**src/design/sbrc_pkg.sv**
```systemverilog
// package of constants for the servo brake release control block
package sbrc_pkg;
	// register byte offsets
	localparam logic [11:0] off_on_delay   = 12'h000;
	localparam logic [11:0] off_off_delay  = 12'h004;
	localparam logic [11:0] off_zero_speed = 12'h008;
	localparam logic [11:0] off_control    = 12'h00c;
	localparam logic [11:0] off_status     = 12'h010;
	// field widths
	localparam int delay_w = 16;
	localparam int speed_w = 16;
	// reset values
	localparam logic [15:0] rst_on_delay   = 16'h0000;
	localparam logic [15:0] rst_off_delay  = 16'h0000;
	localparam logic [15:0] rst_zero_speed = 16'h000a;
	// control and status bit positions
	localparam int ctl_ext_mode_bit = 0;
	localparam int ctl_ext_brake_bit = 1;
	localparam int sts_release_bit = 0;
	localparam int sts_enable_bit = 1;
	localparam int sts_state_lsb = 2;
	// timing: one millisecond at the 25 MHz clock
	localparam int clk_khz = 25000;
	localparam int ms_time = 1;
	localparam int ms_cycles = clk_khz * ms_time;
	// brake sequencing states
	typedef enum logic [1:0] {
		sbrc_engaged  = 2'b00,
		sbrc_on_wait  = 2'b01,
		sbrc_released = 2'b10,
		sbrc_off_wait = 2'b11
	} sbrc_state_t;
endpackage : sbrc_pkg

```
**src/design/sbrc_top.sv**
```systemverilog
// servo brake release control with apb register access
//
// Contract
// output low means brake engaged, shaft locked
// output high means brake released, shaft free
// separate programmable on and off delays
// servo off: engage after off delay elapses
// servo off: engage early below zero speed
// engagement only after servo is disabled; in external mode the command bit engages the brake while the servo is on
// external controller brakes only during deceleration; the block passes the release command bit at any speed
// delays in milliseconds, reset to zero
// zero speed threshold in rpm, default ten
// servo on: release after on delay
`timescale 1ns/100ps
module sbrc_top #(
	parameter int ms_count = sbrc_pkg::ms_cycles
) (
	input  wire logic        pclk,
	input  wire logic        presetn,
	input  wire logic        psel,
	input  wire logic        penable,
	input  wire logic        pwrite,
	input  wire logic [11:0] paddr,
	input  wire logic [31:0] pwdata,
	output logic      [31:0] prdata,
	output logic             pready,
	output logic             pslverr,
	input  wire logic        servo_enable_input,
	input  wire logic [15:0] motor_speed,
	output logic             brake_release_output
);
	// ==========================================================
	// register map, all fields right aligned, upper bits read zero
	//   0x000 on delay, whole milliseconds, reset zero
	//   0x004 off delay, whole milliseconds, reset zero
	//   0x008 zero speed threshold, rpm, reset ten
	//   0x00c control: bit 0 external mode, bit 1 release command
	//   0x010 status, read only
	//     bit 0     brake release output as driven
	//     bit 1     synchronised servo enable
	//     bits 3:2  sequencer state
	//   any other address answers with a slave error
	//   a write to status or to an unmapped address is dropped
	//
	// bus timing
	//   one wait state on every access
	//   setup edge, then the first access edge raises ready
	//   read data and error stand for the ready cycle only
	//   a write lands at the edge that samples ready high
	//   read data is zero outside the ready cycle
	//   back to back transfers need no idle cycle
	//
	// brake sequencing
	//   engaged: output low, shaft held by the brake
	//   on wait: servo on, counting the on delay
	//   released: output high, shaft free to turn
	//   off wait: servo off, counting the off delay
	//   engaged to released at once when the on delay is zero
	//   released to engaged at once when the off delay is zero
	//   released to engaged at once below the zero speed threshold
	//   off wait ends early when speed drops below the threshold
	//   off wait ends when the off delay has run out
	//   servo back on during off wait returns to released
	//   servo off during on wait returns to engaged
	//
	// delay counting
	//   the tick counter restarts on entry to either wait state
	//   one tick every ms_count clocks
	//   the millisecond count compares with >=, so a delay
	//   shortened by a register write mid wait ends at the next tick
	//   a delay written during a wait applies to that wait
	//
	// latency from the pins
	//   two clocks through the synchronisers
	//   one clock through the sequencer register
	//   so an edge on the enable pin shows three clocks later
	//   at the earliest, plus any programmed delay
	//
	// speed input
	//   the speed word is synchronised bit by bit
	//   it must change slowly against the clock, so that a
	//   word torn across a change is off by little
	//   a torn word can at worst move an early engage by a
	//   clock, never engage while the servo is on
	//
	// external mode
	//   the output follows the release command bit with one
	//   clock of latency, whatever the servo enable does
	//   the state field then shows released while enabled
	//   and engaged while disabled, for software only
	//   the delay counter is held at zero in this mode
	//   the far controller must only brake while the motor
	//   decelerates, or the drive may see an overload
	//   leaving external mode resumes from the shown state
	//
	// hazards
	//   a zero threshold disables the early engage path
	//   a threshold above top speed engages at once on servo off
	//   the output is low through reset, so the brake holds
	//   while the block is held in reset
	//
	// ==========================================================
	// input synchronisers
	logic        en_meta;
	logic        en_sync;
	logic [15:0] spd_meta;
	logic [15:0] spd_sync;
	always_ff @(posedge pclk or negedge presetn) begin
		if (!presetn) begin
			en_meta  <= 1'b0;
			en_sync  <= 1'b0;
			spd_meta <= 16'h0000;
			spd_sync <= 16'h0000;
		end else begin
			en_meta  <= servo_enable_input;
			en_sync  <= en_meta;
			spd_meta <= motor_speed;
			spd_sync <= spd_meta;
		end
	end

	// ==========================================================
	// apb register file
	logic [15:0] brake_on_delay;
	logic [15:0] brake_off_delay;
	logic [15:0] zero_speed_threshold;
	logic [1:0]  control;
	logic [15:0] next_on_delay;
	logic [15:0] next_off_delay;
	logic [15:0] next_zero_speed;
	logic [1:0]  next_control;
	logic [31:0] next_prdata;
	logic        next_pready;
	logic        next_pslverr;
	logic        access;
	logic        hit;
	logic        commit;
	sbrc_pkg::sbrc_state_t state;
	sbrc_pkg::sbrc_state_t next_state;

	assign access = psel & penable & ~pready;
	// a write completes at the edge that samples ready high
	assign commit = psel & penable & pready & pwrite;

	// decode, write and read mux; one wait state per access
	always_comb begin
		next_on_delay   = brake_on_delay;
		next_off_delay  = brake_off_delay;
		next_zero_speed = zero_speed_threshold;
		next_control    = control;
		next_prdata     = prdata;
		next_pready     = access;
		next_pslverr    = 1'b0;
		hit             = 1'b1;
		unique case (paddr)
			sbrc_pkg::off_on_delay:   next_prdata = {16'h0000, brake_on_delay};
			sbrc_pkg::off_off_delay:  next_prdata = {16'h0000, brake_off_delay};
			sbrc_pkg::off_zero_speed: next_prdata = {16'h0000, zero_speed_threshold};
			sbrc_pkg::off_control:    next_prdata = {30'h00000000, control};
			sbrc_pkg::off_status:     next_prdata = {28'h0000000, state,
				en_sync, brake_release_output};
			default: begin
				next_prdata = 32'h00000000;
				hit         = 1'b0;
			end
		endcase
		if (access) begin
			next_pslverr = ~hit;
			if (pwrite) begin
				next_prdata = 32'h00000000;
			end
		end else begin
			next_prdata = 32'h00000000;
		end
		if (commit) begin
			unique case (paddr)
				sbrc_pkg::off_on_delay:   next_on_delay = pwdata[15:0];
				sbrc_pkg::off_off_delay:  next_off_delay = pwdata[15:0];
				sbrc_pkg::off_zero_speed: next_zero_speed = pwdata[15:0];
				sbrc_pkg::off_control:    next_control = pwdata[1:0];
				default: ;
			endcase
		end
	end

	// register update; delays reset to zero, threshold to ten
	always_ff @(posedge pclk or negedge presetn) begin
		if (!presetn) begin
			brake_on_delay       <= sbrc_pkg::rst_on_delay;
			brake_off_delay      <= sbrc_pkg::rst_off_delay;
			zero_speed_threshold <= sbrc_pkg::rst_zero_speed;
			control              <= 2'h0;
			prdata               <= 32'h00000000;
			pready               <= 1'b0;
			pslverr              <= 1'b0;
		end else begin
			brake_on_delay       <= next_on_delay;
			brake_off_delay      <= next_off_delay;
			zero_speed_threshold <= next_zero_speed;
			control              <= next_control;
			prdata               <= next_prdata;
			pready               <= next_pready;
			pslverr              <= next_pslverr;
		end
	end

	// ==========================================================
	// millisecond tick and delay counting
	logic [31:0] tick_cnt;
	logic [31:0] next_tick_cnt;
	logic        tick;
	logic [15:0] ms_cnt;
	logic [15:0] next_ms_cnt;
	logic        next_release;
	logic        below_zero;
	logic        ext_mode;

	assign tick       = (tick_cnt == 32'(ms_count - 1));
	assign below_zero = (spd_sync < zero_speed_threshold);
	assign ext_mode   = control[sbrc_pkg::ctl_ext_mode_bit];

	// brake sequencer: delays count whole milliseconds
	always_comb begin
		next_state    = state;
		next_ms_cnt   = ms_cnt;
		next_release  = brake_release_output;
		next_tick_cnt = tick ? 32'h00000000 : tick_cnt + 32'h00000001;
		if (ext_mode) begin
			// external controller owns the brake; it must keep to its
			// deceleration window, the block only passes its command
			next_state   = en_sync ? sbrc_pkg::sbrc_released
				: sbrc_pkg::sbrc_engaged;
			next_release = control[sbrc_pkg::ctl_ext_brake_bit];
			next_ms_cnt  = 16'h0000;
		end else begin
			unique case (state)
				sbrc_pkg::sbrc_engaged: begin
					next_release = 1'b0;
					if (en_sync) begin
						next_state    = sbrc_pkg::sbrc_on_wait;
						next_ms_cnt   = 16'h0000;
						next_tick_cnt = 32'h00000000;
						if (brake_on_delay == 16'h0000) begin
							next_state   = sbrc_pkg::sbrc_released;
							next_release = 1'b1;
						end
					end
				end
				sbrc_pkg::sbrc_on_wait: begin
					if (!en_sync) begin
						next_state   = sbrc_pkg::sbrc_engaged;
						next_release = 1'b0;
					end else if (tick) begin
						next_ms_cnt = ms_cnt + 16'h0001;
						if (next_ms_cnt >= brake_on_delay) begin
							next_state   = sbrc_pkg::sbrc_released;
							next_release = 1'b1;
						end
					end
				end
				sbrc_pkg::sbrc_released: begin
					next_release = 1'b1;
					// engagement starts only from servo off
					if (!en_sync) begin
						next_state    = sbrc_pkg::sbrc_off_wait;
						next_ms_cnt   = 16'h0000;
						next_tick_cnt = 32'h00000000;
						if (brake_off_delay == 16'h0000 || below_zero) begin
							next_state   = sbrc_pkg::sbrc_engaged;
							next_release = 1'b0;
						end
					end
				end
				sbrc_pkg::sbrc_off_wait: begin
					if (en_sync) begin
						next_state   = sbrc_pkg::sbrc_released;
						next_release = 1'b1;
					end else if (below_zero) begin
						next_state   = sbrc_pkg::sbrc_engaged;
						next_release = 1'b0;
					end else if (tick) begin
						next_ms_cnt = ms_cnt + 16'h0001;
						if (next_ms_cnt >= brake_off_delay) begin
							next_state   = sbrc_pkg::sbrc_engaged;
							next_release = 1'b0;
						end
					end
				end
			endcase
		end
	end

	// sequencer registers; brake engaged from reset
	always_ff @(posedge pclk or negedge presetn) begin
		if (!presetn) begin
			state                <= sbrc_pkg::sbrc_engaged;
			ms_cnt               <= 16'h0000;
			tick_cnt             <= 32'h00000000;
			brake_release_output <= 1'b0;
		end else begin
			state                <= next_state;
			ms_cnt               <= next_ms_cnt;
			tick_cnt             <= next_tick_cnt;
			brake_release_output <= next_release;
		end
	end
endmodule : sbrc_top

```
**config.mk**
```make
export PLATFORM = sky130hd
export DESIGN_NAME = sbrc_top
export DESIGN_NICKNAME = d
export VERILOG_FILES = /design/src/design/sbrc_pkg.sv /design/src/design/sbrc_top.sv
export SDC_FILE = /design/constraint.sdc
export NUM_CORES = 1
export LEC_CHECK = 0
export ABC_AREA = 1
export CAP_MARGIN = 20
export CORE_ASPECT_RATIO = 1.25
export CORE_MARGIN = 2
export CORE_UTILIZATION = 53
export DETAILED_ROUTE_END_ITERATION = 10
export DONT_BUFFER_PORTS = 1
export PLACE_DENSITY = 0.79
export SYNTH_ARGS = -nofsm -noshare
export SYNTH_HDL_FRONTEND = slang
export SYNTH_SLANG_ARGS = --single-unit
```
**constraint.sdc**
```tcl
create_clock -name pclk -period 6.7 [get_ports pclk]
set_clock_uncertainty 0.1 [all_clocks]
set_input_delay 1.34 -clock pclk [delete_from_list [all_inputs] [get_ports pclk]]
set_output_delay 1.34 -clock pclk [all_outputs]
set_load 0.005 [all_outputs]
```
**Yosys cells after proc, flatten, opt, wreduce, memory -nomap -nowiden**

Cells that the tools add are included.

- Reduce and logical (&&, ||, !) cells: 13
- Equal/unequal tests: 17
- $lt $le $gt $ge: 3
- $add $sub $neg: 2
- Muxes and demuxes: 45
- Bitwise operators: 6

Operator list:

| kind | number |
|---|---|
| $mux 32 | 6 |
| $mux 16 | 7 |
| $pmux 16 s5 | 1 |
| $pmux 16 s4 | 1 |
| $pmux 32 s2 | 1 |
| $add 32x1->32 const B | 1 |
| $eq 32x15->1 const B | 1 |
| $ge 16x16->1 | 2 |
| $logic_not 16->1 | 2 |
| $mux 2 | 13 |
| $eq 12x4->1 const B | 2 |
| $add 16x1->16 const B | 1 |
| $lt 16x16->1 | 1 |
| $ne 3x3->1 const B | 5 |
| $mux 1 | 14 |
| $eq 12x3->1 const B | 1 |
| $eq 12x5->1 const B | 1 |
| $logic_not 12->1 | 1 |
| $ne 5x5->1 const B | 2 |
| $ne 4x4->1 const B | 2 |
| $pmux 2 s4 | 1 |
| $reduce_and 2->1 | 4 |
| $reduce_and 6->1 | 1 |
| $reduce_and 5->1 | 1 |
| other kinds (9) | 14 |

- Output and inout port bits: 35
- Bits in registers: 169
- Input bits: 66
- Word-level logic and storage cells: 101

**Logic depth before layout (Yosys ltp)**

- Word-level depth: 8
- Depth in mapped cells: 19
- Depth with buffers taken out: 19

**Worst setup path before layout**

No wires, ideal clock.

- Path type: flip-flop to flip-flop
- From: register ms_cnt[0]
- To: register state[0]
- Path buffers: 0
- Clock period less this slack: 2655 ps
- Stages on the path, launching flop included: 19
- Path slack: 4045 ps
- Data arrival time: 2431 ps
- Setup time: 125 ps
- Cells stage by stage: dfrtp_1 -> ha_1 -> nand3_1 -> nor2_1 -> nand3_1 -> nor2_1 -> nand3_1 -> xor2_1 -> inv_1 -> ha_1 -> nand2_1 -> nor3_1 -> nand3_1 -> nand3_1 -> nand2_1 -> clkinv_1 -> nor2_1 -> nor2_1 -> o21ai_1

- Cells in the longest elaborated chain, start to end: 4
- Elaborated cells on any way between the ends: 6

RTL lines:

| element | line | RTL |
|---|---|---|
| from (decl) | sbrc_top.sv:212 | `logic [15:0] ms_cnt;` |
| from (signal assigned) | sbrc_top.sv:302 | `ms_cnt <= next_ms_cnt;` |
| $add 16x1->16 (*) | sbrc_top.sv:254, sbrc_top.sv:282 |  |
| $ge 16x16->1, on equally long branches | sbrc_top.sv:283, sbrc_top.sv:255 |  |
| $ne 5x5->1 (no source line) / $ne 4x4->1 (equally long branches) | - |  |
| $reduce_and 6->1 (no source line) (*) | - |  |
| to (signal assigned) | sbrc_top.sv:296 | `state <= sbrc_pkg::sbrc_engaged;` |
| to (signal assigned) | sbrc_top.sv:301 | `state <= next_state;` |
| to (decl) | sbrc_top.sv:138 | `sbrc_pkg::sbrc_state_t state;` |

Mark *: on every way between the ends. The rest lies on a longest branch, timed or not.
A chain may end at the register's enable or synchronous reset.

**Worst setup path in the final report**

- From: input paddr[11]
- To: register brake_off_delay[13]

- Cells in the longest elaborated chain, start to end: 2

RTL lines:

| element | line | RTL |
|---|---|---|
| from (decl) | sbrc_top.sv:23 | `input wire logic [11:0] paddr,` |
| $eq 12x3->1 | sbrc_top.sv:176 | `unique case (paddr)` |
| $reduce_and 2->1 (no source line) | - |  |
| to (signal assigned) | sbrc_top.sv:190 | `brake_off_delay <= sbrc_pkg::rst_off_delay;` |
| to (signal assigned) | sbrc_top.sv:198 | `brake_off_delay <= next_off_delay;` |
| to (decl) | sbrc_top.sv:125 | `logic [15:0] brake_off_delay;` |

No other way between the ends.

==> qor.csv <==
stage,metric,value,unit
critical_path,Crit-path slowest cell,nand4_1,
timing,minimum clock period after layout,3.424,ns
logic_synthesis,simple-gate share of the synthesized area,22.89,%
run,Max-cap violations,0,
timing,unrepaired setup endpoints after global routing,no,
power_and_ir_drop,static leakage,4.247,nW
detailed_routing,Post-DRT Antenna Nets,0,
timing,Worst Max-Slew Pin Slew,1.061,ns
die,Die Ht,142.9,µm
detailed_routing,met2 wire len,8828,µm
critical_path,CP peak stage delay,0.65,ns
die,core area,15010,µm²
cts,clock sink total,153,
logic_synthesis,Yosys top cell area share,46.21,%
critical_path,CP Depth,8,
logic_synthesis,Mapped Cells,997,
grt,first-pass GRT wire length,29810,µm
logic_synthesis,mux contribution to synthesized area,0,%
die,die area,16440,µm²
power_and_ir_drop,Psw,0.0005643,W
logic_synthesis,"Distinct cells, synth",46,
logic_synthesis,Post-synth EDFFs,0,
cts,clock-pin slew on the worst setup and hold paths,0.07,ns
timing,final worst setup slack,3.277,ns
logic_synthesis,Synth Area in Compound Gates,11.45,%
power_and_ir_drop,Int Pwr,0.001554,W
critical_path,Crit Path Class,in -> reg,
timing,setup TNS,0,ns
grt,number of global-route vias before repair,6401,
logic_synthesis,xor/xnor share of the synthesized area,1.714,%
critical_path,WP buf/inv,1,
final_layout,area grow syn2layout,8.845,%
detailed_routing,Metal-1 WL,7554,µm
timing,Max Clk Rate,0.2921,GHz
timing,"Hold Vio Cnt, Final",0,
logic_synthesis,post-synthesis average cell area,8.201,µm²
cts,clk_lat worst skew,0.43,ns
logic_synthesis,Area contributors post-synth,"dfrtp_1, nand2_1, ha_1",
detailed_routing,Routed WL per cell,14.82,µm
placed_design,dpl ws,2.937,ns
cts,CTS H-tree lvls,4,
logic_synthesis,Synth Flop Type,dfrtp_1,
timing,final setup fails,0,
placed_design,placed insts,1158,
logic_synthesis,Yosys reg bits,153,
power_and_ir_drop,Seq pwr share,45.7,%
logic_synthesis,Post-Syn Area,8177,µm²
critical_path,WP data arrival,3.60,ns
final_layout,layout cells sized above 1,7.921,%
grt,initial antenna violation count,1,
detailed_routing,First DRT Iteration DRCs,573,
logic_synthesis,adder-cell share of the synthesized area,7.498,%
final_layout,Sequential Area,3831,µm²
placed_design,area of placed instances,8239,µm²
power_and_ir_drop,Sw Share,26.64,%
critical_path,critical path cell sequence,nor2_1 -> nand2_1 -> nor2_2 -> nand4_1 -> inv_2 -> nand2_1 -> nand2_1 -> o21ai_1,
detailed_routing,routed vias,6548,
worst_hold_path,hold depth,0,
power_and_ir_drop,Peak VDD IR,0.1653,mV
logic_synthesis,Synth top cells by count,"nand2_1, dfrtp_1, inv_1, nor2_1, a21oi_1",
final_layout,area of the multi-input gates,3621,µm²
cts,postcts setup bufs,0,
logic_synthesis,yosys synthesis warning count,0,
final_layout,Final nets,1112,
power_and_ir_drop,Clock power frac,46.8,%
logic_synthesis,most common cell in the netlist,nand2_1,
placed_design,PortBufs,0,
grt,gr usage total,23.03,%
detailed_routing,DR vias/cell,5.489,
critical_path,cell mode on critical path,nand2_1,
status,status,"finished, final reports clean",
power_and_ir_drop,Logic pwr share,7.6,%
cts,CTS Root Cell,clkbuf_16,
placed_design,DP HPWL,12400,µm
cts,post-CTS sizing,0,
detailed_routing,WL final,17680,µm
cts,CTS tree,done,
logic_synthesis,register area share after synthesis,46.86,%
die,# rows,50,
detailed_routing,met3 WL post-DR,821,µm
power_and_ir_drop,power density cells,238.1,nW/µm²
grt,GR Overflow Total,0,
critical_path,crit path max fanout,32,
final_layout,Final Non-Filler Cells,1193,
critical_path,Crit path max-delay family,simple AND/OR/NAND/NOR gates,
timing,fin. max-slew vios,0,
worst_hold_path,min-delay worst type,reg -> reg,
grt,largest net degree at the start of global routing,154,
cts,total CTS buffers,17,
die,die width,115.1,µm
critical_path,Worst Reg2Reg Path Length in Cells,19,
detailed_routing,DR pass1 iterations,6,
critical_path,startpoint class of the critical path,input pin,
cts,post-cts hold buffer count,0,
die,io pins,101,
cts,CTS max path bufs,2,
critical_path,Worst EP required,6.87,ns
die,Initial Util,54.46,%
logic_synthesis,leading area contributor after synthesis,dfrtp_1,
timing,Final period util,51.10,%
timing,Rel. slew slack,29.09,%
logic_synthesis,ys async rst share,100.0,%
final_layout,fillers,1256,
critical_path,critical path endpoint category,flip-flop,
detailed_routing,top routing layer used,met4,
final_layout,Final Cell Area,8900,µm²
detailed_routing,residual DRC count,0,
placed_design,RePlAce Congestion,0.8707,
logic_synthesis,main combinational cell family by area after synthesis,simple AND/OR/NAND/NOR gates,
-- cells in the final DEF, fill, tap and decap left out, types with 14 or more instances in the layout --
cell,instances
nand2_1,220
dfrtp_1,151
inv_1,139
nor2_1,98
a21oi_1,55
o21ai_1,49
ha_1,49
nand3_1,37
nand4_1,24
clkbuf_16,17
nor3_1,16
o22ai_1,16
o21ai_2,16
conb_1,16
xor2_1,15
o21ai_0,14
-- cells by family after synthesis --
logic type      after synthesis
flops                       153
xor+xnor                     16
fa+ha+maj                    49
compound gates              164
buf+inv                     185
other cells                   1
simple gates                429
-- cell type report --
class / instances / area share (%)
tap: 182 / 2.559
clock inverter: 14 / 1.954
multi-input combinational: 674 / 40.69
sequential: 153 / 43.05
inverter: 149 / 6.284
clock buffer: 18 / 4.822
timing repair buffer: 2 / 0.6186
antenna: 1 / 0.02812
-- stage by stage --
stage	power (W)	util, %	hold slack, ns
global placement	0.001138	54.87	0.2326
floorplan	0.001131	-	0.2312
global route	0.002198	59.28	0.2571
finish	0.002119	59.28	0.2480
CTS	0.002126	58.89	0.2500
detailed placement	0.001143	54.87	0.2347
-- state kept, by name, indices dropped and copies added, names as in the netlist --
register	count
ms_cnt	16
tick_cnt	32
brake_release_output	1
control	2
prdata	16
zero_speed_threshold	16
pready	1
en_meta	1
en_sync	1
spd_meta	16
brake_off_delay	16
brake_on_delay	16
pslverr	1
spd_sync	16
state	2
-- path summary, 6_finish.rpt --
| check | slack, ns | to | from |
|---|---|---|---|
| max | 3.28 | brake_off_delay[13] | paddr[11] |
| min | 0.25 | spd_sync[2] | spd_meta[2] |
| max reg2reg | 3.49 | brake_release_output | ms_cnt[0] |
| min reg2reg | 0.25 | spd_sync[2] | spd_meta[2] |
| max in group asynchronous | 5.78 | zero_speed_threshold[1] | presetn |
| min in group asynchronous | 0.50 | spd_sync[9] | presetn |
-- layer usage --
metal | GRT usage (%) | vias to the layer above
met3 | 5.221 | 40
met4 | 9.448 | 0
met1 | 28.90 | 3106
met5 | 0 | -
li1 | - | 3212
met2 | 38.39 | 190
-- power groups by stage --
| stage | Combinational (W) | Clock (W) | Sequential, W |
|---|---|---|---|
| 2_1_floorplan | 0.000156 | 0 | 0.000975 |
| 3_3_place_gp | 0.000154 | 0 | 0.000984 |
| 3_5_place_dp | 0.000158 | 0 | 0.000985 |
| 4_1_cts | 0.000159 | 0.000999 | 0.000968 |
| 5_1_grt | 0.000183 | 0.00104 | 0.000970 |
| 6_report | 0.000160 | 0.000991 | 0.000968 |
No activity file was read; power rests on OpenSTA's default activity.
